$ cat config.mk
export PLATFORM = sky130hd
export DESIGN_NAME = efm_frame_maint
export DESIGN_NICKNAME = d
export VERILOG_FILES = /design/src/rtl/efm_pkg.sv /design/src/rtl/efm_line_sampler.sv /design/src/rtl/efm_frame_maint.sv
export SDC_FILE = /design/constraint.sdc
export NUM_CORES = 1
export LEC_CHECK = 0
export ABC_AREA = 1
export BUFFER_PORTS_ARGS = -buffer_cell sky130_fd_sc_hd__buf_2
export CAP_MARGIN = 20
export CORE_UTILIZATION = 55
export DETAILED_ROUTE_END_ITERATION = 8
export PLACE_DENSITY_LB_ADDON = 0.3
export REMOVE_ABC_BUFFERS = 1
export SYNTH_ARGS = -nofsm -noshare
export SYNTH_HDL_FRONTEND = slang
export SYNTH_HIERARCHICAL = 1
export SYNTH_SLANG_ARGS = --single-unit
$ cat constraint.sdc
create_clock -name core_clk -period 3.4 [get_ports core_clk]
set_input_delay 0.51 -clock core_clk [delete_from_list [all_inputs] [get_ports core_clk]]
set_output_delay 0.51 -clock core_clk [all_outputs]
set_load 0.02 [all_outputs]
$ cat src/rtl/efm_pkg.sv
package efm_pkg;

    // ----------------------------------------------------------------
    // Register indices (byte address is four times the index)
    // ----------------------------------------------------------------
    typedef logic [6:0] efm_idx_t;
    typedef logic [8:0] efm_addr_t;

    localparam efm_idx_t IDX_IO_CTRL  = 7'h01;
    localparam efm_idx_t IDX_RX_CFG   = 7'h11;
    localparam efm_idx_t IDX_INT_STAT = 7'h14;
    localparam efm_idx_t IDX_INT_MASK = 7'h15;
    localparam efm_idx_t IDX_ERR_HI   = 7'h52;
    localparam efm_idx_t IDX_ERR_LO   = 7'h53;

    // ----------------------------------------------------------------
    // Field positions
    // ----------------------------------------------------------------
    localparam int unsigned RESYNC_BIT   = 0;
    localparam int unsigned WIN_SEL_BIT  = 7;
    localparam int unsigned CFG_LOF_BIT  = 6;
    localparam int unsigned CFG_OOF_BIT  = 5;
    localparam int unsigned INT_OOF_BIT  = 3;
    localparam int unsigned INT_LOF_BIT  = 2;

    // ----------------------------------------------------------------
    // Reset values
    // ----------------------------------------------------------------
    localparam logic        WIN_SEL_RST  = 1'b0;
    localparam logic [7:0]  INT_MASK_RST = 8'h00;
    localparam logic [15:0] ERR_CNT_RST  = 16'h0000;
    localparam logic [15:0] ERR_CNT_MAX  = 16'hffff;

    // ----------------------------------------------------------------
    // Frame timing, in line bits and frames
    // ----------------------------------------------------------------
    localparam logic [10:0] FRAME_LAST    = 11'h5ff;
    localparam logic [10:0] FAS_LAST      = 11'h009;
    localparam logic [10:0] FAS_NEXT      = 11'h00a;
    localparam logic [9:0]  FAS_WORD      = 10'h3d0;
    localparam logic [2:0]  BAD_RUN_LIMIT = 3'h4;
    localparam logic [4:0]  OOF_WIN_LONG  = 5'h18;
    localparam logic [4:0]  OOF_WIN_SHORT = 5'h08;

    // ----------------------------------------------------------------
    // Types
    // ----------------------------------------------------------------
    typedef enum logic [1:0] {
        ST_SEARCH = 2'h0,
        ST_INF    = 2'h1,
        ST_OOF    = 2'h3,
        ST_LOF    = 2'h2
    } efm_state_e;

    typedef struct packed {
        logic valid;
        logic data;
    } efm_bit_s;

    typedef struct packed {
        logic        read;
        logic        write;
        efm_addr_t   address;
        logic [31:0] writedata;
        logic [3:0]  byteenable;
    } efm_avs_req_s;

    typedef struct packed {
        logic clk_meta;
        logic clk_sync;
        logic clk_prev;
        logic dat_meta;
        logic dat_sync;
        efm_bit_s bit_out;
    } efm_samp_s;

    typedef struct packed {
        efm_state_e  st;
        logic [10:0] bit_pos;
        logic [9:0]  shift;
        logic [2:0]  bad_run;
        logic [4:0]  oof_frames;
        logic [15:0] err_cnt;
        logic        win_sel;
        logic        oof;
        logic        lof;
        logic [7:0]  int_stat;
        logic [7:0]  int_mask;
        logic        irq;
        logic        waitreq;
        logic [31:0] rdata;
    } efm_state_s;

    localparam efm_samp_s SAMP_RST = '0;

    localparam efm_state_s STATE_RST = '{
        st: ST_SEARCH, bit_pos: 11'h000, shift: 10'h000,
        bad_run: 3'h0, oof_frames: 5'h00, err_cnt: ERR_CNT_RST,
        win_sel: WIN_SEL_RST, oof: 1'b1, lof: 1'b1,
        int_stat: 8'h00, int_mask: INT_MASK_RST, irq: 1'b0,
        waitreq: 1'b1, rdata: 32'h0000_0000};

    // Byte address match against a register index
    function automatic logic efm_hit(efm_addr_t addr, efm_idx_t idx);
        return addr == {idx, 2'h0};
    endfunction

endpackage

$ cat src/rtl/efm_line_sampler.sv
`timescale 1ns/1ps
`default_nettype none

// Brings the receive line clock and data into core_clk and marks each
// rising line-clock edge with a one-cycle bit strobe.
module efm_line_sampler (
    input  wire logic               core_clk,
    input  wire logic               reset,
    input  wire logic               rx_line_clk,
    input  wire logic               rx_line_data,
    output var  efm_pkg::efm_bit_s  line_bit
);

    efm_pkg::efm_samp_s s;
    efm_pkg::efm_samp_s n;

    // ----------------------------------------------------------------
    // Synchronisers and edge finder
    // ----------------------------------------------------------------
    // Clock and data share the same depth so the data bit stays aligned
    always_comb begin
        n                = s;
        n.clk_meta       = rx_line_clk;
        n.clk_sync       = s.clk_meta;
        n.clk_prev       = s.clk_sync;
        n.dat_meta       = rx_line_data;
        n.dat_sync       = s.dat_meta;
        n.bit_out.valid  = s.clk_sync & ~s.clk_prev;
        n.bit_out.data   = s.dat_sync;
    end

    // State register
    always_ff @(posedge core_clk) begin
        if (reset) begin
            s <= efm_pkg::SAMP_RST;
        end else begin
            s <= n;
        end
    end

    assign line_bit = s.bit_out;

endmodule

`default_nettype wire

$ cat src/rtl/efm_frame_maint.sv
// Function
// - While in frame, every frame's alignment word is checked at its slot.
// - Out-of-frame is declared only after four consecutive bad words.
// - Each bad alignment word bumps a 16-bit error counter at 0x52/0x53, which holds at 0xffff.
// - Both counter bytes are read-only and clear to zero when read.
// - Writing one to bit 0 of 0x01 forces the alignment search state.
// - A forced resync drives both indicator pins high.
// - A forced resync raises both framing change interrupts.
// - A forced resync sets both framing status bits at 0x11.
// - Pins read in-frame 00, out-of-frame 01, loss 11, never loss only.
// - Out-of-frame turns to loss after 24 frames, or 8 with select set.
// - Loss of frame drops sync and goes straight to the search state.
// - Entering in-frame raises both interrupts and clears pins and bits.
// - Framing change events set bits 3 and 2 at 0x14, cleared by read.
`timescale 1ns/1ps
`default_nettype none

module efm_frame_maint (
    input  wire logic        core_clk,
    input  wire logic        reset,
    input  wire logic        rx_line_clk,
    input  wire logic        rx_line_data,
    input  wire logic [8:0]  address,
    input  wire logic        read,
    input  wire logic        write,
    input  wire logic [31:0] writedata,
    input  wire logic [3:0]  byteenable,
    output logic      [31:0] readdata,
    output logic             waitrequest,
    output logic             out_of_frame_indicator,
    output logic             loss_of_frame_indicator,
    output logic             irq
);

    efm_pkg::efm_state_s   s;
    efm_pkg::efm_state_s   n;
    efm_pkg::efm_bit_s     line_bit;
    efm_pkg::efm_avs_req_s req;

    logic        service;
    logic        rd_hit_lo;
    logic        rd_hit_hi;
    logic        resync;
    logic        check;
    logic        fas_ok;
    logic        err_evt;
    logic        oof_evt;
    logic        lof_evt;
    logic [4:0]  oof_limit;
    logic [15:0] cnt;
    logic [7:0]  cfg_rd;

    // ----------------------------------------------------------------
    // Line front end
    // ----------------------------------------------------------------
    efm_line_sampler u_sampler (
        .core_clk     (core_clk),
        .reset        (reset),
        .rx_line_clk  (rx_line_clk),
        .rx_line_data (rx_line_data),
        .line_bit     (line_bit)
    );

    // Bus request bundle
    assign req = '{read: read, write: write, address: address,
                   writedata: writedata, byteenable: byteenable};

    // ----------------------------------------------------------------
    // Next-state logic
    // ----------------------------------------------------------------
    always_comb begin
        n         = s;
        err_evt   = 1'b0;
        oof_evt   = 1'b0;
        lof_evt   = 1'b0;
        // One access per request; waitrequest drops for one cycle only
        service   = (req.read | req.write) & s.waitreq;
        rd_hit_lo = service & req.read &
                    efm_pkg::efm_hit(req.address, efm_pkg::IDX_ERR_LO);
        rd_hit_hi = service & req.read &
                    efm_pkg::efm_hit(req.address, efm_pkg::IDX_ERR_HI);
        resync    = service & req.write & req.byteenable[0] &
                    req.writedata[efm_pkg::RESYNC_BIT] &
                    efm_pkg::efm_hit(req.address,
                                     efm_pkg::IDX_IO_CTRL);
        oof_limit = s.win_sel ? efm_pkg::OOF_WIN_SHORT
                              : efm_pkg::OOF_WIN_LONG;
        fas_ok    = {s.shift[8:0], line_bit.data} == efm_pkg::FAS_WORD;
        check     = line_bit.valid &
                    (s.bit_pos == efm_pkg::FAS_LAST);

        // Frame position and alignment window shift
        if (line_bit.valid) begin
            n.shift   = {s.shift[8:0], line_bit.data};
            n.bit_pos = (s.bit_pos == efm_pkg::FRAME_LAST)
                        ? 11'h000 : s.bit_pos + 11'h001;
        end

        // Framing state machine
        unique case (s.st)
            efm_pkg::ST_SEARCH: begin
                // Minimal search: first alignment word found locks
                if (line_bit.valid && fas_ok) begin
                    n.bit_pos = efm_pkg::FAS_NEXT;
                    n.st      = efm_pkg::ST_INF;
                    n.oof     = 1'b0;
                    n.lof     = 1'b0;
                    n.bad_run = 3'h0;
                    oof_evt   = 1'b1;
                    lof_evt   = 1'b1;
                end
            end
            efm_pkg::ST_INF: begin
                if (check && fas_ok) begin
                    n.bad_run = 3'h0;
                end else if (check) begin
                    err_evt = 1'b1;
                    if (s.bad_run == efm_pkg::BAD_RUN_LIMIT - 3'h1) begin
                        n.st         = efm_pkg::ST_OOF;
                        n.oof        = 1'b1;
                        n.oof_frames = 5'h00;
                        oof_evt      = 1'b1;
                    end else begin
                        n.bad_run = s.bad_run + 3'h1;
                    end
                end
            end
            efm_pkg::ST_OOF: begin
                // Old alignment is still used while hunting for it
                if (check && fas_ok) begin
                    n.st      = efm_pkg::ST_INF;
                    n.oof     = 1'b0;
                    n.lof     = 1'b0;
                    n.bad_run = 3'h0;
                    oof_evt   = 1'b1;
                    lof_evt   = 1'b1;
                end else if (check) begin
                    err_evt = 1'b1;
                    if (s.oof_frames == oof_limit - 5'h01) begin
                        n.st    = efm_pkg::ST_LOF;
                        n.lof   = 1'b1;
                        lof_evt = 1'b1;
                    end else begin
                        n.oof_frames = s.oof_frames + 5'h01;
                    end
                end
            end
            efm_pkg::ST_LOF: begin
                n.st = efm_pkg::ST_SEARCH;
            end
        endcase

        // Forced resync overrides the line's framing outcome this cycle, not its error count
        if (resync) begin
            n.st  = efm_pkg::ST_SEARCH;
            n.oof = 1'b1;
            n.lof = 1'b1;
            oof_evt = 1'b1;
            lof_evt = 1'b1;
        end

        // Error counter: read clears its byte, a new error still counts
        cnt = s.err_cnt;
        if (rd_hit_hi) begin
            cnt[15:8] = 8'h00;
        end
        if (rd_hit_lo) begin
            cnt[7:0] = 8'h00;
        end
        if (err_evt && cnt != efm_pkg::ERR_CNT_MAX) begin
            cnt = cnt + 16'h0001;
        end
        n.err_cnt = cnt;

        // Sticky events: read or write-one clears, a new event wins
        if (service && req.read &&
            efm_pkg::efm_hit(req.address, efm_pkg::IDX_INT_STAT)) begin
            n.int_stat = 8'h00;
        end
        if (service && req.write && req.byteenable[0] &&
            efm_pkg::efm_hit(req.address, efm_pkg::IDX_INT_STAT)) begin
            n.int_stat = s.int_stat & ~req.writedata[7:0];
        end
        n.int_stat[efm_pkg::INT_OOF_BIT] =
            n.int_stat[efm_pkg::INT_OOF_BIT] | oof_evt;
        n.int_stat[efm_pkg::INT_LOF_BIT] =
            n.int_stat[efm_pkg::INT_LOF_BIT] | lof_evt;

        // Register writes
        if (service && req.write && req.byteenable[0]) begin
            if (efm_pkg::efm_hit(req.address, efm_pkg::IDX_RX_CFG)) begin
                n.win_sel = req.writedata[efm_pkg::WIN_SEL_BIT];
            end
            if (efm_pkg::efm_hit(req.address, efm_pkg::IDX_INT_MASK)) begin
                n.int_mask = req.writedata[7:0];
            end
        end
        n.int_stat = n.int_stat & 8'h0c;
        n.int_mask = n.int_mask & 8'h0c;
        n.irq      = |(n.int_stat & n.int_mask);

        // Read data; unmapped addresses read zero
        cfg_rd                       = 8'h00;
        cfg_rd[efm_pkg::WIN_SEL_BIT] = s.win_sel;
        cfg_rd[efm_pkg::CFG_LOF_BIT] = s.lof;
        cfg_rd[efm_pkg::CFG_OOF_BIT] = s.oof;
        n.waitreq = ~service;
        if (service && req.read) begin
            n.rdata = 32'h0000_0000;
            if (efm_pkg::efm_hit(req.address, efm_pkg::IDX_RX_CFG)) begin
                n.rdata[7:0] = cfg_rd;
            end
            if (efm_pkg::efm_hit(req.address, efm_pkg::IDX_INT_STAT)) begin
                n.rdata[7:0] = s.int_stat;
            end
            if (efm_pkg::efm_hit(req.address, efm_pkg::IDX_INT_MASK)) begin
                n.rdata[7:0] = s.int_mask;
            end
            if (rd_hit_hi) begin
                n.rdata[7:0] = s.err_cnt[15:8];
            end
            if (rd_hit_lo) begin
                n.rdata[7:0] = s.err_cnt[7:0];
            end
        end
    end

    // State register
    always_ff @(posedge core_clk) begin
        if (reset) begin
            s <= efm_pkg::STATE_RST;
        end else begin
            s <= n;
        end
    end

    // ----------------------------------------------------------------
    // Outputs, all straight from the state register
    // ----------------------------------------------------------------
    assign readdata                = s.rdata;
    assign waitrequest             = s.waitreq;
    assign out_of_frame_indicator  = s.oof;
    assign loss_of_frame_indicator = s.lof;
    assign irq                     = s.irq;
endmodule

`default_nettype wire

# == Word-level counts from Yosys, hierarchy flattened ==
# Index checks and enable logic that the tools add are counted.
# totals
reg_bits,71
latchBits,0
ramBits,0
rom_bits,0
input_bits,51
out_inout_bits,36
wordCells,153
memories,0
# classes
n_addsub,5
multipliers,0
div,0
magnitude_cmp,0
eq_ne,27
shift,0
muxes,61
bitwise,18
reduce_logical,21
# op_table
op,count
$mux 8,8
$mux 5,6
$eq 9x7->1 const B,3
$mux 11,2
$mux 21,1
$mux 1,20
$eq 9x9->1 const B,2
$add 16x1->16 const B,1
$mux 16,1
$mux 4,4
$ne 16x16->1 const B,1
$ne 2x2->1 const B,8
$mux 2,7
$mux 13,1
$mux 3,4
$ne 3x3->1 const B,4
$reduce_and 6->1,2
$add 11x1->11 const B,1
$eq 11x11->1 const B,1
$eq 11x4->1 const B,1
$and 1x1->1,10
$eq 10x10->1 const B,1
$pmux 5 s2,1
$eq 9x3->1 const B,1
25 further kinds,41

# == Logic depth before layout (Yosys ltp) ==
# Gate-level depths: netlist of run 1.
# logic_depth
word_depth,11
ltp_mapped,20
depth_no_buf,18

# == Modules after synthesis ==
# The synthesis of run 1 kept the hierarchy.
# modules_own_cells
mod,instances,cells_each,area_per_inst_um2,seq_area_each_um2
efm_frame_maint,1,567,3806.2,1261.2
efm_line_sampler,1,23,210.2,140.1

# == Worst setup path after synthesis of run 1 ==
# OpenSTA, ideal clock, no wires.
# synth_timing
path_kind,in2reg
from,input port address[5]
to,register s[64] in the netlist's numbering
setup_time_ps,115
arrival_ps,2408
required_ps,3285
path_slack_ps,877
cell_stages,18
path_buffers,2
path_cell_list,inv_1 nand2_1 nor2_4 nand3_4 clkbuf_1 nand2_1 inv_1 ha_1 nand2_1 inv_1 nand3_2 nor2_4 nand2_2 nor2_1 nor2_4 buf_4 a21oi_1 nor2_1
# synth_between
elab_chain_len,6
word_cells_on_any_way,10
cone_classes,1 x add/sub; 3 x eq/ne; 3 x mux; 2 x bitwise; 1 x reduce/logical
# synth_lines
item,line_no,source
from (decl),efm_frame_maint.sv:23,"input wire logic [8:0] address,"
branches (longest 5 deep; another with $add 16x1->16),--,
$mux 16 *,efm_frame_maint.sv:170,if (err_evt && cnt != efm_pkg::ERR_CNT_MAX) begin
to (signal assigned),efm_frame_maint.sv:231,s <= efm_pkg::STATE_RST;
to (signal assigned),efm_frame_maint.sv:233,s <= n;
to (decl),efm_frame_maint.sv:35,efm_pkg::efm_state_s s;
# Mark *: on every way between the ends.
# A chain may end at the register's enable or synchronous reset.

# == Worst setup path in the final report of run 1 ==
# layout_timing
from,"register s, in the netlist waitrequest"
to,register s[62] in the netlist's numbering
# layout_between
elab_chain_len,7
word_cells_on_any_way,10
cone_classes,1 x add/sub; 1 x eq/ne; 3 x mux; 4 x bitwise; 1 x reduce/logical
# layout_lines
item,line_no,source
$and 1x1->1 *,efm_frame_maint.sv:77,service = (req.read | req.write) & s.waitreq;
$and 1x1->1 *,"efm_frame_maint.sv:78, efm_frame_maint.sv:80",
branches (longest 4 deep; another with $add 16x1->16),--,
$mux 16 *,efm_frame_maint.sv:170,
# Marked as above.

==> results_tabular.tex, run 1 <==
\begin{tabular}{lr}
\hline
Metric & Value \\
\hline
\multicolumn{2}{l}{\textbf{Outcome}} \\
\quad Outcome & complete, no violations \\
\multicolumn{2}{l}{\textbf{Synthesis}} \\
\quad Proportion of synthesized chip area in sequential cells & 34.9\% \\
\quad Predominant post-synthesis flop cell & sky130\_fd\_sc\_hd\_\_dfxtp\_1 \\
\quad Average size of a mapped cell & 6.81 um2 \\
\quad EDFF count, synth & 0 \\
\quad Mapped Cells & 590 \\
\quad Summed instance area of the synthesized netlist & $\sim$4000 um2 \\
\quad Yosys reg bits & 70 \\
\quad Post-synth cell types & 45 \\
\quad Async SR Flop Fraction & 0\% \\
\quad Synth warnings & 6 \\
\multicolumn{2}{l}{\textbf{STA}} \\
\quad Count of pins over their slew limit & 0 \\
\quad Clock tree skew after final layout & 13.4 ps \\
\quad Final-layout setup total negative slack & 0 ps \\
\quad Number of failing hold endpoints at the final stage & 0 \\
\quad Setup-failing EPs final & 0 \\
\quad Maximum clock frequency & 412 MHz \\
\quad Min cycle time layout & 2430 ps \\
\quad Setup repair after global routing missed its margin & false \\
\quad Final worst-path cycle share & 71.4\% \\
\multicolumn{2}{l}{\textbf{Clock network}} \\
\quad Number of levels the H-tree was split into & 3 \\
\quad Maximum number of buffers from clock root to sink & 2 \\
\quad Buffer count from post-CTS setup fixing & 0 \\
\quad Worst-skew pair later-pin latency & 360 ps \\
\quad Hold buffer count at CTS & 0 \\
\quad Clk slew on worst S/H paths & 70 ps \\
\quad Clock root buffer & sky130\_fd\_sc\_hd\_\_clkbuf\_8 \\
\quad Num CTS Buffers & 9 \\
\quad Post-CTS sizing & 0 \\
\quad Clock tree from TritonCTS & built \\
\quad CTS sink cnt & 70 \\
\multicolumn{2}{l}{\textbf{Cells and area}} \\
\quad Count of inserted antenna diode cells & 0 \\
\quad Share of cells above drive strength 1 & 11.7\% \\
\quad Final-layout fill cell count & between 600 and 700 \\
\quad Layout Cell Area excl Fill & 4320 um2 \\
\quad Post-layout nets & around 670 \\
\quad Area growth from synthesis to final layout & 7.48\% \\
\multicolumn{2}{l}{\textbf{Critical path}} \\
\quad Critical setup path kind & register to register \\
\quad Worst Setup SP & waitrequest\$\_SDFF\_PP1\_ \\
\quad Startpoint of the most critical register-to-register path & waitrequest\$\_SDFF\_PP1\_ \\
\quad R2R Path End & s[62]\$\_SDFF\_PP0\_ \\
\quad Startpoint Class & register \\
\quad Reg2reg path depth & 17 \\
\quad Worst EP arrival & 2720 ps \\
\quad Data required, critical path & 3690 ps \\
\quad Reg-to-reg setup timing slack & a little under 1000 ps \\
\quad Category of the worst setup path capture point & register \\
\quad Top fanout value on the critical path & 20 \\
\multicolumn{2}{l}{\textbf{Die}} \\
\quad I/O pin count & 87 \\
\quad Area of the die & 7650 um2 \\
\quad Die height & 87.5 um \\
\quad Initial core utilization & roughly three fifths \\
\quad Std cell rows & 30 \\
\quad Placeable core region & 6910 um2 \\
\quad Die Wd & approximately 90 um \\
\multicolumn{2}{l}{\textbf{GRT}} \\
\quad Sum of overflow across all layers after global routing & 0 \\
\quad Number of global-route vias before repair & 3300 \\
\quad Tot GR Track Use & between 20\% and 30\% \\
\quad Antenna violations before repair & 0 \\
\quad Largest net degree at the start of global routing & 32 \\
\quad First-pass GRT wire length & 13800 um \\
\multicolumn{2}{l}{\textbf{Worst hold path}} \\
\quad Min-delay worst type & input pin to register \\
\quad Endpoint with the worst hold slack & u\_sampler/n[2]\$\_SDFF\_PP0\_ \\
\quad Origin of the worst min-delay path & rx\_line\_data \\
\quad Cell depth of the worst min-delay path & 3 \\
\multicolumn{2}{l}{\textbf{Pwr}} \\
\quad Cell Pwr Density & approximately 420 nW/um2 \\
\quad LEAKAGE & 0.00193 uW \\
\quad Peak supply drop & around 230 uV \\
\multicolumn{2}{l}{\textbf{Place}} \\
\quad Count of port buffers added during placement & 31 \\
\quad Final HPWL DP & a little under 6000 um \\
\quad Final GP Congestion & between 0.8 and 0.9 \\
\quad Post-placement cell area & 4100 um2 \\
\multicolumn{2}{l}{\textbf{Detailed routing}} \\
\quad Total number of vias & 3628 \\
\quad Routed len/inst & between 10 and 15 um \\
\quad ANT nets after route & 0 \\
\quad Vias per cell & 5.10 \\
\quad Total wirelength of the detailed-routed design & 8100 um \\
\quad Router iterations before antenna repair & 5 \\
\quad DRT iter0 DRCs & approximately 250 \\
\quad Post-route DRC & 0 \\
\multicolumn{2}{l}{\textbf{Run}} \\
\quad Maximum capacitance violations & 0 \\
\hline
\end{tabular}
[synthesized netlist by cell type, types with 2 or more instances]
cell / number / area share [%]
sky130_fd_sc_hd__xor2_1: 11 / 2.4
sky130_fd_sc_hd__nor2_1: 91 / 8.5
sky130_fd_sc_hd__o211ai_1: 10 / 1.9
sky130_fd_sc_hd__nand4_1: 9 / 1.4
sky130_fd_sc_hd__nor3b_1: 5 / 0.93
sky130_fd_sc_hd__nor3_1: 7 / 0.87
sky130_fd_sc_hd__nand2_1: 117 / 11
sky130_fd_sc_hd__nor2_4: 3 / 0.84
sky130_fd_sc_hd__inv_1: 66 / 6.2
sky130_fd_sc_hd__inv_2: 3 / 0.28
sky130_fd_sc_hd__o21ai_1: 3 / 0.37
sky130_fd_sc_hd__dfxtp_1: 70 / 35
sky130_fd_sc_hd__o21ai_0: 30 / 3.7
sky130_fd_sc_hd__nand2_2: 4 / 0.62
sky130_fd_sc_hd__clkbuf_1: 13 / 1.2
sky130_fd_sc_hd__ha_1: 10 / 3.1
sky130_fd_sc_hd__buf_4: 35 / 6.5
sky130_fd_sc_hd__nand3_2: 2 / 0.50
sky130_fd_sc_hd__a21oi_1: 36 / 4.5
sky130_fd_sc_hd__nand3_1: 40 / 5.0
[layout make-up]
cell class | count | area, um2 | area share (%)
sequential | 70 | 1400 | 32.5
clock buffer | 9 | 124 | 2.87
multi-input combinational | 423 | 2110 | 48.9
clock inverter | 7 | 97.6 | 2.26
inverter | 70 | 263 | 6.09
tap | 96 | 120 | 2.78
timing repair buffer | 37 | 200 | 4.64
[cell usage in the layout, fill, tap and decap left out, types with 4 or more instances in the layout]
| cell type | n |
|---|---|
| sky130_fd_sc_hd__a21oi_1 | 36 |
| sky130_fd_sc_hd__buf_2 | 31 |
| sky130_fd_sc_hd__buf_4 | 6 |
| sky130_fd_sc_hd__clkbuf_8 | 9 |
| sky130_fd_sc_hd__conb_1 | 24 |
| sky130_fd_sc_hd__dfxtp_1 | 70 |
| sky130_fd_sc_hd__ha_1 | 10 |
| sky130_fd_sc_hd__inv_1 | 66 |
| sky130_fd_sc_hd__nand2_1 | 117 |
| sky130_fd_sc_hd__nand2_2 | 4 |
| sky130_fd_sc_hd__nand3_1 | 40 |
| sky130_fd_sc_hd__nand4_1 | 9 |
| sky130_fd_sc_hd__nor2_1 | 91 |
| sky130_fd_sc_hd__nor3_1 | 7 |
| sky130_fd_sc_hd__nor3b_1 | 5 |
| sky130_fd_sc_hd__o211ai_1 | 10 |
| sky130_fd_sc_hd__o21ai_0 | 30 |
| sky130_fd_sc_hd__xor2_1 | 11 |
[how the worst max path moves through the flow]
| stage | to | slack, ps | cells after the start |
|---|---|---|---|
| floorplan | s[64]$_SDFF_PP0_ | 860 | 16 |
| global placement | s[66]$_SDFF_PP0_ | 720 | 18 |
| detailed placement | s[65]$_SDFF_PP0_ | 640 | 19 |
| CTS | s[62]$_SDFF_PP0_ | 960 | 17 |
| global route | s[64]$_SDFF_PP0_ | 680 | 16 |
| finish | s[62]$_SDFF_PP0_ | 970 | 17 |
[sequential cells by signal, summed over array words and instances (netlist names)]
name / count
out_of_frame_indicator: 1
cfg_rd: 1
u_sampler/n: 4
u_sampler/s: 1
u_sampler/line_bit: 2
loss_of_frame_indicator: 1
waitrequest: 1
irq: 1
s: 50
readdata: 8
[report_power, final]
group / switching (uW) / internal, uW
logic: 150 / 65.5
registers: 19.1 / 848
clock network: 330 / 415
total: 499 / 1330
[cells by family (layout without fill, tap and decap cells)]
group                    after synthesis  in the layout  synth area share, %
multiplexers                           1              1                0.249
other                                  1             24               0.0934
buffers and inverters                120            123                 14.7
AND/OR/NAND/NOR                      286            286                 31.6
AO/OA/AOI/OAI                         90             90                 12.8
XOR/XNOR                              12             12                 2.62
adder cells (fa/ha/maj)               10             10                 3.12
flip-flops                            70             70                 34.9
[layer usage]
layer  global-route usage (%)  vias to the layer above  share of wire, %
li1                         -                     1868                 -
met2                     39.6                      131                45
met5                        0                        -                 0
met3                     3.89                       17               5.6
met1                     27.2                     1612                47
met4                     11.8                        0               2.6
[through the flow]
step                      hold WS, ps  utilization, %  power, uW  setup slack [ps]  std cells
after floorplan                   367               -       1030               865        563
after global placement            373            59.3       1090               715        696
after CTS                         351            62.5       1840               965        712
after global routing              352            62.5       1910               680        712
final                             354            62.5       1830               972        712
after detailed placement          378            59.3       1100               642        696
[worst max-delay path: stages (launching register included)]
cell and delay (ps):
sky130_fd_sc_hd__dfxtp_1 380, sky130_fd_sc_hd__nand2_1 100, sky130_fd_sc_hd__nor2_2 190, sky130_fd_sc_hd__nand3_4 180
sky130_fd_sc_hd__nand2_1 120, sky130_fd_sc_hd__inv_1 60, sky130_fd_sc_hd__ha_1 200, sky130_fd_sc_hd__nand2_1 70
sky130_fd_sc_hd__inv_1 50, sky130_fd_sc_hd__nand3_2 100, sky130_fd_sc_hd__nor2_4 60, sky130_fd_sc_hd__nand2_2 100
sky130_fd_sc_hd__nor2_1 80, sky130_fd_sc_hd__nor2_4 370, sky130_fd_sc_hd__nand2_1 110, sky130_fd_sc_hd__nand2_1 80
sky130_fd_sc_hd__inv_1 30, sky130_fd_sc_hd__nor2_1 80
Power figures use the tool's default switching activity.
==> run 2: changes to the inputs <==
- ABC_AREA: 1 -> 0
- clock period: 3.4 -> 2.3 ns (I/O delays scaled with it)
==> results_tabular.tex, run 2 <==
\begin{tabular}{lr}
\hline
Metric & Value \\
\hline
\multicolumn{2}{l}{\textbf{Critical path}} \\
\quad Worst stage delay on the critical path & 480 ps (was 380 ps) \\
\quad Category of the worst setup path capture point & register (unchanged) \\
\quad Top fanout value on the critical path & 12 (was 20) \\
\quad WP buf/inv & 3 (unchanged) \\
\quad Slowest cell on the critical path & sky130\_fd\_sc\_hd\_\_or4\_1 (was sky130\_fd\_sc\_hd\_\_dfxtp\_1) \\
\quad Cell family with most CP delay & simple AND/OR/NAND/NOR gates (unchanged) \\
\quad Startpoint Class & register (unchanged) \\
\quad Worst EP arrival & 2550 ps (was 2720 ps) \\
\quad Data required, critical path & 2590 ps (was 3690 ps) \\
\quad Critical setup path kind & register to register (unchanged) \\
\quad Cells traversed along the worst timing path & and4\_4 > nand4\_1 > nand2\_1 > inv\_2 > ha\_4 > nand3\_2 > nor4\_4 > buf\_6 > buf\_4 > or4\_1 > a21oi\_2 (was nand2\_1 > nor2\_2 > nand3\_4 > nand2\_1 > inv\_1 > ha\_1 > nand2\_1 > inv\_1 > nand3\_2 > nor2\_4 > nand2\_2 > nor2\_1 > nor2\_4 > nand2\_1 > nand2\_1 > inv\_1 > nor2\_1) \\
\multicolumn{2}{l}{\textbf{Place}} \\
\quad Final HPWL DP & 7440 um (was 5850 um) \\
\quad Post-placement cell area & 4420 um2 (was 4100 um2) \\
\quad Final GP Congestion & 0.935 (was 0.889) \\
\quad Inst Count DP & 624 (was 696) \\
\quad Count of port buffers added during placement & 31 (unchanged) \\
\multicolumn{2}{l}{\textbf{STA}} \\
\quad Final worst-path cycle share & 98.3\% (was 71.4\%) \\
\quad Worst slew margin relative to its limit & between 60\% and 70\% \\
\quad Number of failing hold endpoints at the final stage & 0 (unchanged) \\
\quad Setup-failing EPs final & 0 (unchanged) \\
\quad Final-layout setup total negative slack & 0 ps (unchanged) \\
\quad Count of pins over their slew limit & 0 (unchanged) \\
\quad Worst-Margin Slew & about 550 ps \\
\quad Min cycle time layout & 2260 ps (was 2430 ps) \\
\quad Maximum clock frequency & 442 MHz (was 412 MHz) \\
\quad Clock tree skew after final layout & 12.7 ps (was 13.4 ps) \\
\multicolumn{2}{l}{\textbf{GRT}} \\
\quad Sum of overflow across all layers after global routing & 0 (unchanged) \\
\quad First-pass GRT wire length & 16000 um (was 13800 um) \\
\quad Number of global-route vias before repair & 3577 (was 3300) \\
\quad Largest net degree at the start of global routing & 27 (was 32) \\
\quad Antenna violations before repair & 0 (unchanged) \\
\quad Tot GR Track Use & 27.1\% (was 22.9\%) \\
\multicolumn{2}{l}{\textbf{Cells and area}} \\
\quad Share of cells above drive strength 1 & 24.4\% (was 11.7\%) \\
\quad Final-layout fill cell count & 588 (was 652) \\
\quad Multi-input combinational cell area & 2370 um2 (was 2110 um2) \\
\quad Most common cell after layout, fill and taps aside & sky130\_fd\_sc\_hd\_\_dfxtp\_1 (was sky130\_fd\_sc\_hd\_\_nand2\_1) \\
\quad Register with the highest flop count & s (unchanged) \\
\quad Sequential Area & 1400 um2 (about the same) \\
\quad Post-Layout Cell Count & 646 (was 712) \\
\quad Max FFs per register & 50 (unchanged) \\
\quad Area growth from synthesis to final layout & 19.1\% (was 7.48\%) \\
\quad Count of inserted antenna diode cells & 0 (unchanged) \\
\quad Post-layout nets & 606 (was 672) \\
\quad Layout Cell Area excl Fill & 4740 um2 (was 4320 um2) \\
\quad Leading cell types in the layout, fill and taps excluded & 69 x sky130\_fd\_sc\_hd\_\_dfxtp\_1, 57 x sky130\_fd\_sc\_hd\_\_buf\_4, 36 x sky130\_fd\_sc\_hd\_\_nand2\_1, 31 x sky130\_fd\_sc\_hd\_\_buf\_2, 30 x sky130\_fd\_sc\_hd\_\_nor2\_1 (was 117 x sky130\_fd\_sc\_hd\_\_nand2\_1, 91 x sky130\_fd\_sc\_hd\_\_nor2\_1, 70 x sky130\_fd\_sc\_hd\_\_dfxtp\_1, 66 x sky130\_fd\_sc\_hd\_\_inv\_1, 40 x sky130\_fd\_sc\_hd\_\_nand3\_1) \\
\multicolumn{2}{l}{\textbf{Detailed routing}} \\
\quad ANT nets after route & 0 (unchanged) \\
\quad Total number of vias & 3812 (was 3628) \\
\quad Uppermost routed layer & met4 (unchanged) \\
\quad Total wirelength of the detailed-routed design & 10200 um (was 8100 um) \\
\quad Detailed-route wire length on metal 1 & 4110 um (was 3800 um) \\
\quad Post-route DRC & 0 (unchanged) \\
\quad DRT iter0 DRCs & 207 (was 249) \\
\quad Routed len/inst & 15.7 um (was 11.4 um) \\
\quad Met3 layer wire length in the routed design & 580 um (was 456 um) \\
\quad Vias per cell & 5.90 (was 5.10) \\
\quad Router iterations before antenna repair & 5 (unchanged) \\
\quad Met2 wire length & 5200 um (was 3640 um) \\
\multicolumn{2}{l}{\textbf{Die}} \\
\quad Area of the die & 7590 um2 (was 7650 um2) \\
\quad Die Wd & 87.1 um (was 87.5 um) \\
\quad Placeable core region & 6910 um2 (unchanged) \\
\quad Initial core utilization & 57.7\% (was 58.2\%) \\
\quad I/O pin count & 87 (unchanged) \\
\quad Die height & 87.1 um (was 87.5 um) \\
\quad Std cell rows & 30 (unchanged) \\
\multicolumn{2}{l}{\textbf{Pwr}} \\
\quad LEAKAGE & 0.00183 uW (was 0.00193 uW) \\
\quad Power, Total & 2400 uW (was 1830 uW) \\
\quad Peak supply drop & 398 uV (was 234 uV) \\
\quad Cell Pwr Density & 507 nW/um2 (was 423 nW/um2) \\
\multicolumn{2}{l}{\textbf{Outcome}} \\
\quad Outcome & complete, no violations (unchanged) \\
\multicolumn{2}{l}{\textbf{Clock network}} \\
\quad Clock root buffer & sky130\_fd\_sc\_hd\_\_clkbuf\_8 (unchanged) \\
\quad Number of levels the H-tree was split into & 3 (unchanged) \\
\quad Worst-skew pair later-pin latency & 360 ps (about the same) \\
\quad Num CTS Buffers & 9 (unchanged) \\
\quad Clk slew on worst S/H paths & 80 ps (was 70 ps) \\
\quad Hold buffer count at CTS & 0 (unchanged) \\
\quad Maximum number of buffers from clock root to sink & 2 (unchanged) \\
\quad Clock tree from TritonCTS & built (unchanged) \\
\quad CTS sink cnt & 70 (unchanged) \\
\multicolumn{2}{l}{\textbf{Synthesis}} \\
\quad Proportion of synthesized chip area in sequential cells & 35.2\% (was 34.9\%) \\
\quad Post-synth cell types & 61 (was 45) \\
\quad Most common library cells after synthesis & 70 x sky130\_fd\_sc\_hd\_\_dfxtp\_1, 37 x sky130\_fd\_sc\_hd\_\_nand2\_1, 34 x sky130\_fd\_sc\_hd\_\_buf\_4, 30 x sky130\_fd\_sc\_hd\_\_nor2\_1, 25 x sky130\_fd\_sc\_hd\_\_a21oi\_1 (was 117 x sky130\_fd\_sc\_hd\_\_nand2\_1, 91 x sky130\_fd\_sc\_hd\_\_nor2\_1, 70 x sky130\_fd\_sc\_hd\_\_dfxtp\_1, 66 x sky130\_fd\_sc\_hd\_\_inv\_1, 40 x sky130\_fd\_sc\_hd\_\_nand3\_1) \\
\quad Yosys reg bits & 70 (unchanged) \\
\quad Top cell type's share of synthesized area & 35.2\% (was 34.9\%) \\
\quad Async SR Flop Fraction & 0\% (unchanged) \\
\quad Mapped Cells & 474 (was 590) \\
\quad Summed instance area of the synthesized netlist & 3980 um2 (was 4020 um2) \\
\quad Cell taking the most area after synthesis & sky130\_fd\_sc\_hd\_\_dfxtp\_1 (unchanged) \\
\quad Average size of a mapped cell & 8.40 um2 (was 6.81 um2) \\
\quad Most area-consuming cells after synthesis & sky130\_fd\_sc\_hd\_\_dfxtp\_1 35\%, sky130\_fd\_sc\_hd\_\_buf\_4 6.4\%, sky130\_fd\_sc\_hd\_\_mux2i\_1 4.0\% (was sky130\_fd\_sc\_hd\_\_dfxtp\_1 35\%, sky130\_fd\_sc\_hd\_\_nand2\_1 11\%, sky130\_fd\_sc\_hd\_\_nor2\_1 8.5\%) \\
\quad Most instantiated library cell after synthesis & sky130\_fd\_sc\_hd\_\_dfxtp\_1 (was sky130\_fd\_sc\_hd\_\_nand2\_1) \\
\quad EDFF count, synth & 0 (unchanged) \\
\quad Predominant post-synthesis flop cell & sky130\_fd\_sc\_hd\_\_dfxtp\_1 (unchanged) \\
\quad Synth warnings & 6 (unchanged) \\
\multicolumn{2}{l}{\textbf{Run}} \\
\quad Maximum capacitance violations & 0 (unchanged) \\
\multicolumn{2}{l}{\textbf{Worst hold path}} \\
\quad Min-delay worst type & input pin to register (unchanged) \\
\hline
\end{tabular}
## run 2: cells by family (layout without fill, tap and decap cells)
kind of cell / Yosys count / after routing / synth area share (%)
xor+xnor: 12 / 12 / 2.64
compound gates: 92 / 92 / 15.3
mux: 19 / 19 / 4.87
fa+ha+maj: 10 / 10 / 3.14
other cells: 1 / 24 / 0.0941
simple gates: 202 / 202 / 29.2
flops: 70 / 70 / 35.2
buf+inv: 68 / 121 / 9.64
## run 2: cell type report
type | instances | share of cell area (%)
clock buffers | 9 | 2.61
well taps | 96 | 2.53
multi-input cells | 359 | 49.9
repair buffers | 89 | 12.5
inverters | 16 | 1.27
flip-flops and latches | 70 | 29.6
clock inverters | 7 | 1.58
## run 2: power breakdown
| part | internal (uW) | switching, uW | leakage [uW] |
|---|---|---|---|
| combinational | 57.6 | 119 | 0.00117 |
| sequential | 1220 | 4.36 | 0.000565 |
| clock | 501 | 499 | 0.0000914 |
| total | 1780 | 623 | 0.00183 |
## run 2: path summary, 6_finish.rpt
path / startpoint / end / slack [ps] / cells past startpoint
min: rx_line_clk / u_sampler/n[5]$_SDFF_PP0_ / 210 / 2
max reg2reg: waitrequest$_SDFF_PP1_ / s[66]$_SDFF_PP0_ / 40 / 11
min reg2reg: u_sampler/s[4]$_SDFF_PP0_ / u_sampler/line_bit[1]$_SDFF_PP0_ / 420 / 1
max: waitrequest$_SDFF_PP1_ / s[66]$_SDFF_PP0_ / 40 / 11
## run 2: per-layer routing
| layer | GRT usage [%] | vias to the layer above |
|---|---|---|
| met5 | 0 | - |
| met4 | 12.5 | 0 |
| met3 | 5.69 | 28 |
| met2 | 48.2 | 145 |
| met1 | 31.1 | 1801 |
| li1 | - | 1838 |
## run 2: metrics by stage
| stage | hold slack, ps | util [%] | setup slack (ps) |
|---|---|---|---|
| detailed placement | 410 | 64.0 | -491 |
| global route | 205 | 68.7 | -17.1 |
| floorplan | 387 | - | -460 |
| CTS | 195 | 67.1 | -40.0 |
| finish | 210 | 68.7 | 38.7 |
| global placement | 397 | 64.0 | -333 |
## run 2: what timing repair did
item | in CTS | in global routing
gates resized for setup | 2 | 18
buffers inserted | 0 | 7
setup endpoints to repair | 11 | 20
pin swaps | 0 | 9
==> run 3: changes to the inputs <==
- RECOVER_POWER: unset -> 100
==> results_tabular.tex, run 3 (synthesis gave the netlist of run 2 again) <==
\begin{tabular}{lr}
\hline
Metric & Value \\
\hline
\multicolumn{2}{l}{\textbf{Die}} \\
\quad Std cell rows & 30 (unchanged) \\
\quad Initial core utilization & 57.7\% (unchanged) \\
\quad Die Wd & 87.1 um (unchanged) \\
\quad Die height & 87.1 um (unchanged) \\
\quad I/O pin count & 87 (unchanged) \\
\quad Area of the die & 7590 um2 (unchanged) \\
\quad Placeable core region & 6910 um2 (unchanged) \\
\multicolumn{2}{l}{\textbf{Critical path}} \\
\quad Startpoint Class & register (unchanged) \\
\quad Data required, critical path & 2590 ps (about the same) \\
\quad Critical setup path kind & register to register (unchanged) \\
\quad Worst EP arrival & 2540 ps (was 2550 ps) \\
\quad Reg-to-reg setup timing slack & 50 ps (was 40 ps) \\
\quad Startpoint of the most critical register-to-register path & waitrequest\$\_SDFF\_PP1\_ (unchanged) \\
\quad Top fanout value on the critical path & 12 (unchanged) \\
\quad Reg2reg path depth & 11 (unchanged) \\
\quad R2R Path End & s[66]\$\_SDFF\_PP0\_ (unchanged) \\
\quad Category of the worst setup path capture point & register (unchanged) \\
\multicolumn{2}{l}{\textbf{Run}} \\
\quad Maximum capacitance violations & 0 (unchanged) \\
\multicolumn{2}{l}{\textbf{Clock network}} \\
\quad Num CTS Buffers & 9 (unchanged) \\
\quad Clk slew on worst S/H paths & 80 ps (about the same) \\
\quad Worst-skew pair later-pin latency & 360 ps (about the same) \\
\quad CTS sink cnt & 70 (unchanged) \\
\quad Clock root buffer & sky130\_fd\_sc\_hd\_\_clkbuf\_8 (unchanged) \\
\quad Clock tree from TritonCTS & built (unchanged) \\
\quad Number of levels the H-tree was split into & 3 (unchanged) \\
\quad Maximum number of buffers from clock root to sink & 2 (unchanged) \\
\multicolumn{2}{l}{\textbf{GRT}} \\
\quad Antenna violations before repair & 0 (unchanged) \\
\quad Sum of overflow across all layers after global routing & 0 (unchanged) \\
\quad Number of global-route vias before repair & 3577 (unchanged) \\
\quad Met3 GRT Util & 5.69\% (unchanged) \\
\quad GR Layer Usage met2 & 48.2\% (unchanged) \\
\quad Layer carrying the most global-route usage & met2 (unchanged) \\
\quad Tot GR Track Use & 27.1\% (unchanged) \\
\quad Met1 track utilization from global routing & 31.1\% (unchanged) \\
\quad Largest net degree at the start of global routing & 27 (unchanged) \\
\quad First-pass GRT wire length & 16000 um (unchanged) \\
\multicolumn{2}{l}{\textbf{STA}} \\
\quad Number of failing hold endpoints at the final stage & 0 (unchanged) \\
\quad Count of pins over their slew limit & 0 (unchanged) \\
\quad Worst slew margin relative to its limit & 24.2\% (was 63.3\%) \\
\quad Min cycle time layout & 2250 ps (was 2260 ps) \\
\quad Maximum clock frequency & 445 MHz (was 442 MHz) \\
\quad Setup-failing EPs final & 0 (unchanged) \\
\quad Final-layout setup total negative slack & 0 ps (unchanged) \\
\quad Final worst-path cycle share & 97.8\% (was 98.3\%) \\
\quad Worst-Margin Slew & 1140 ps (was 545 ps) \\
\quad Clock tree skew after final layout & 12.4 ps (was 12.7 ps) \\
\multicolumn{2}{l}{\textbf{Cells and area}} \\
\quad Leading cell types in the layout, fill and taps excluded & 69 x sky130\_fd\_sc\_hd\_\_dfxtp\_1, 44 x sky130\_fd\_sc\_hd\_\_buf\_4, 36 x sky130\_fd\_sc\_hd\_\_nand2\_1, 30 x sky130\_fd\_sc\_hd\_\_nor2\_1 (was 69 x sky130\_fd\_sc\_hd\_\_dfxtp\_1, 57 x sky130\_fd\_sc\_hd\_\_buf\_4, 36 x sky130\_fd\_sc\_hd\_\_nand2\_1, 31 x sky130\_fd\_sc\_hd\_\_buf\_2, 30 x sky130\_fd\_sc\_hd\_\_nor2\_1) \\
\quad Share of cells above drive strength 1 & 19.8\% (was 24.4\%) \\
\quad Post-layout nets & 606 (unchanged) \\
\quad Area growth from synthesis to final layout & 17.2\% (was 19.1\%) \\
\quad Max FFs per register & 50 (unchanged) \\
\quad Most common cell after layout, fill and taps aside & sky130\_fd\_sc\_hd\_\_dfxtp\_1 (unchanged) \\
\quad Count of inserted antenna diode cells & 0 (unchanged) \\
\quad Final-layout fill cell count & 611 (was 588) \\
\quad Register with the highest flop count & s (unchanged) \\
\multicolumn{2}{l}{\textbf{Pwr}} \\
\quad Cell Pwr Density & 513 nW/um2 (was 507 nW/um2) \\
\quad LEAKAGE & 0.00174 uW (was 0.00183 uW) \\
\quad Peak supply drop & 400 uV (was 398 uV) \\
\quad Power, Total & 2400 uW (about the same) \\
\multicolumn{2}{l}{\textbf{Detailed routing}} \\
\quad Router iterations before antenna repair & 4 (was 5) \\
\quad Post-route DRC & 0 (unchanged) \\
\quad Total number of vias & 3841 (was 3812) \\
\quad ANT nets after route & 0 (unchanged) \\
\quad DRT iter0 DRCs & 195 (was 207) \\
\quad Total wirelength of the detailed-routed design & 10100 um (was 10200 um) \\
\quad Vias per cell & 5.95 (was 5.90) \\
\quad Routed len/inst & 15.7 um (about the same) \\
\multicolumn{2}{l}{\textbf{Outcome}} \\
\quad Outcome & complete, no violations (unchanged) \\
\multicolumn{2}{l}{\textbf{Worst hold path}} \\
\quad Min-delay worst type & input pin to register (unchanged) \\
\quad Endpoint with the worst hold slack & u\_sampler/n[2]\$\_SDFF\_PP0\_ (was u\_sampler/n[5]\$\_SDFF\_PP0\_) \\
\quad Cell depth of the worst min-delay path & 2 (unchanged) \\
\quad Origin of the worst min-delay path & rx\_line\_data (was rx\_line\_clk) \\
\multicolumn{2}{l}{\textbf{Place}} \\
\quad Count of port buffers added during placement & 31 (unchanged) \\
\quad Final GP Congestion & 0.935 (unchanged) \\
\quad Final HPWL DP & 7440 um (unchanged) \\
\hline
\end{tabular}
[run 3: cell types whose count changed in the layout (fill, tap and decap cells not counted), sizes merged]
cell / delta
buf: -26
clkbuf: +26
[run 3: metal layers]
layer / vias to the layer above / wire length, um
met1: 1835 / 4060
met5: - / 0
met2: 133 / 5190
met4: 0 / 332
met3: 35 / 543
li1: 1838 / -
[run 3: repair_timing]
item,in CTS,in global routing
hold buffers,0,0
setup endpoints to repair,11,20
gates resized for setup,2,18
setup buffers,0,7
pin swaps,0,9
[run 3: how the worst max path moves through the flow]
stage,start,to,slack (ps),cells after the start
3_5_place_dp,read,s[61]$_SDFF_PP0_,-490,10
6_report,waitrequest$_SDFF_PP1_,s[66]$_SDFF_PP0_,50,11
2_1_floorplan,address[4],s[56]$_SDFF_PP0_,-460,5
4_1_cts,waitrequest$_SDFF_PP1_,s[61]$_SDFF_PP0_,-40,10
5_1_grt,waitrequest$_SDFF_PP1_,s[63]$_SDFF_PP0_,-20,11
3_3_place_gp,read,s[61]$_SDFF_PP0_,-330,10
[run 3: area by class of cell]
cell class              instances  area (um2)  area share [%]
well taps                      96         120            2.57
clock inverters                 7        75.1            1.61
multi-input cells             359        2350            50.3
inverters                      16        60.1            1.29
repair buffers                 89         538            11.5
flip-flops and latches         70        1400            30.0
clock buffers                   9         124            2.65
[run 3: report_power, final]
part,switching [uW],internal [uW]
registers,4.43,1220
clock network,498,501
logic,119,53.0
total,621,1780
[run 3: through the flow]
stage	instance area (um2)	setup WS [ps]	instances	hold slack (ps)	util (%)
global route	4670	-16.2	646	205	67.6
CTS	4630	-40.0	640	195	67.1
global placement	4420	-333	624	397	64.0
finish	4670	50.8	646	212	67.6
floorplan	3750	-460	445	387	-
detailed placement	4420	-491	624	410	64.0
[run 3: critical path, cell delays in order, from the launching register on]
cell                      delay [ps]
sky130_fd_sc_hd__dfxtp_2         330
sky130_fd_sc_hd__and4_4          220
sky130_fd_sc_hd__nand4_1         170
sky130_fd_sc_hd__nand2_1         170
sky130_fd_sc_hd__inv_2            70
sky130_fd_sc_hd__ha_4            170
sky130_fd_sc_hd__nand3_2          90
sky130_fd_sc_hd__nor4_4           50
sky130_fd_sc_hd__buf_6           150
sky130_fd_sc_hd__buf_4           140
sky130_fd_sc_hd__or4_1           490
sky130_fd_sc_hd__a21oi_2         130
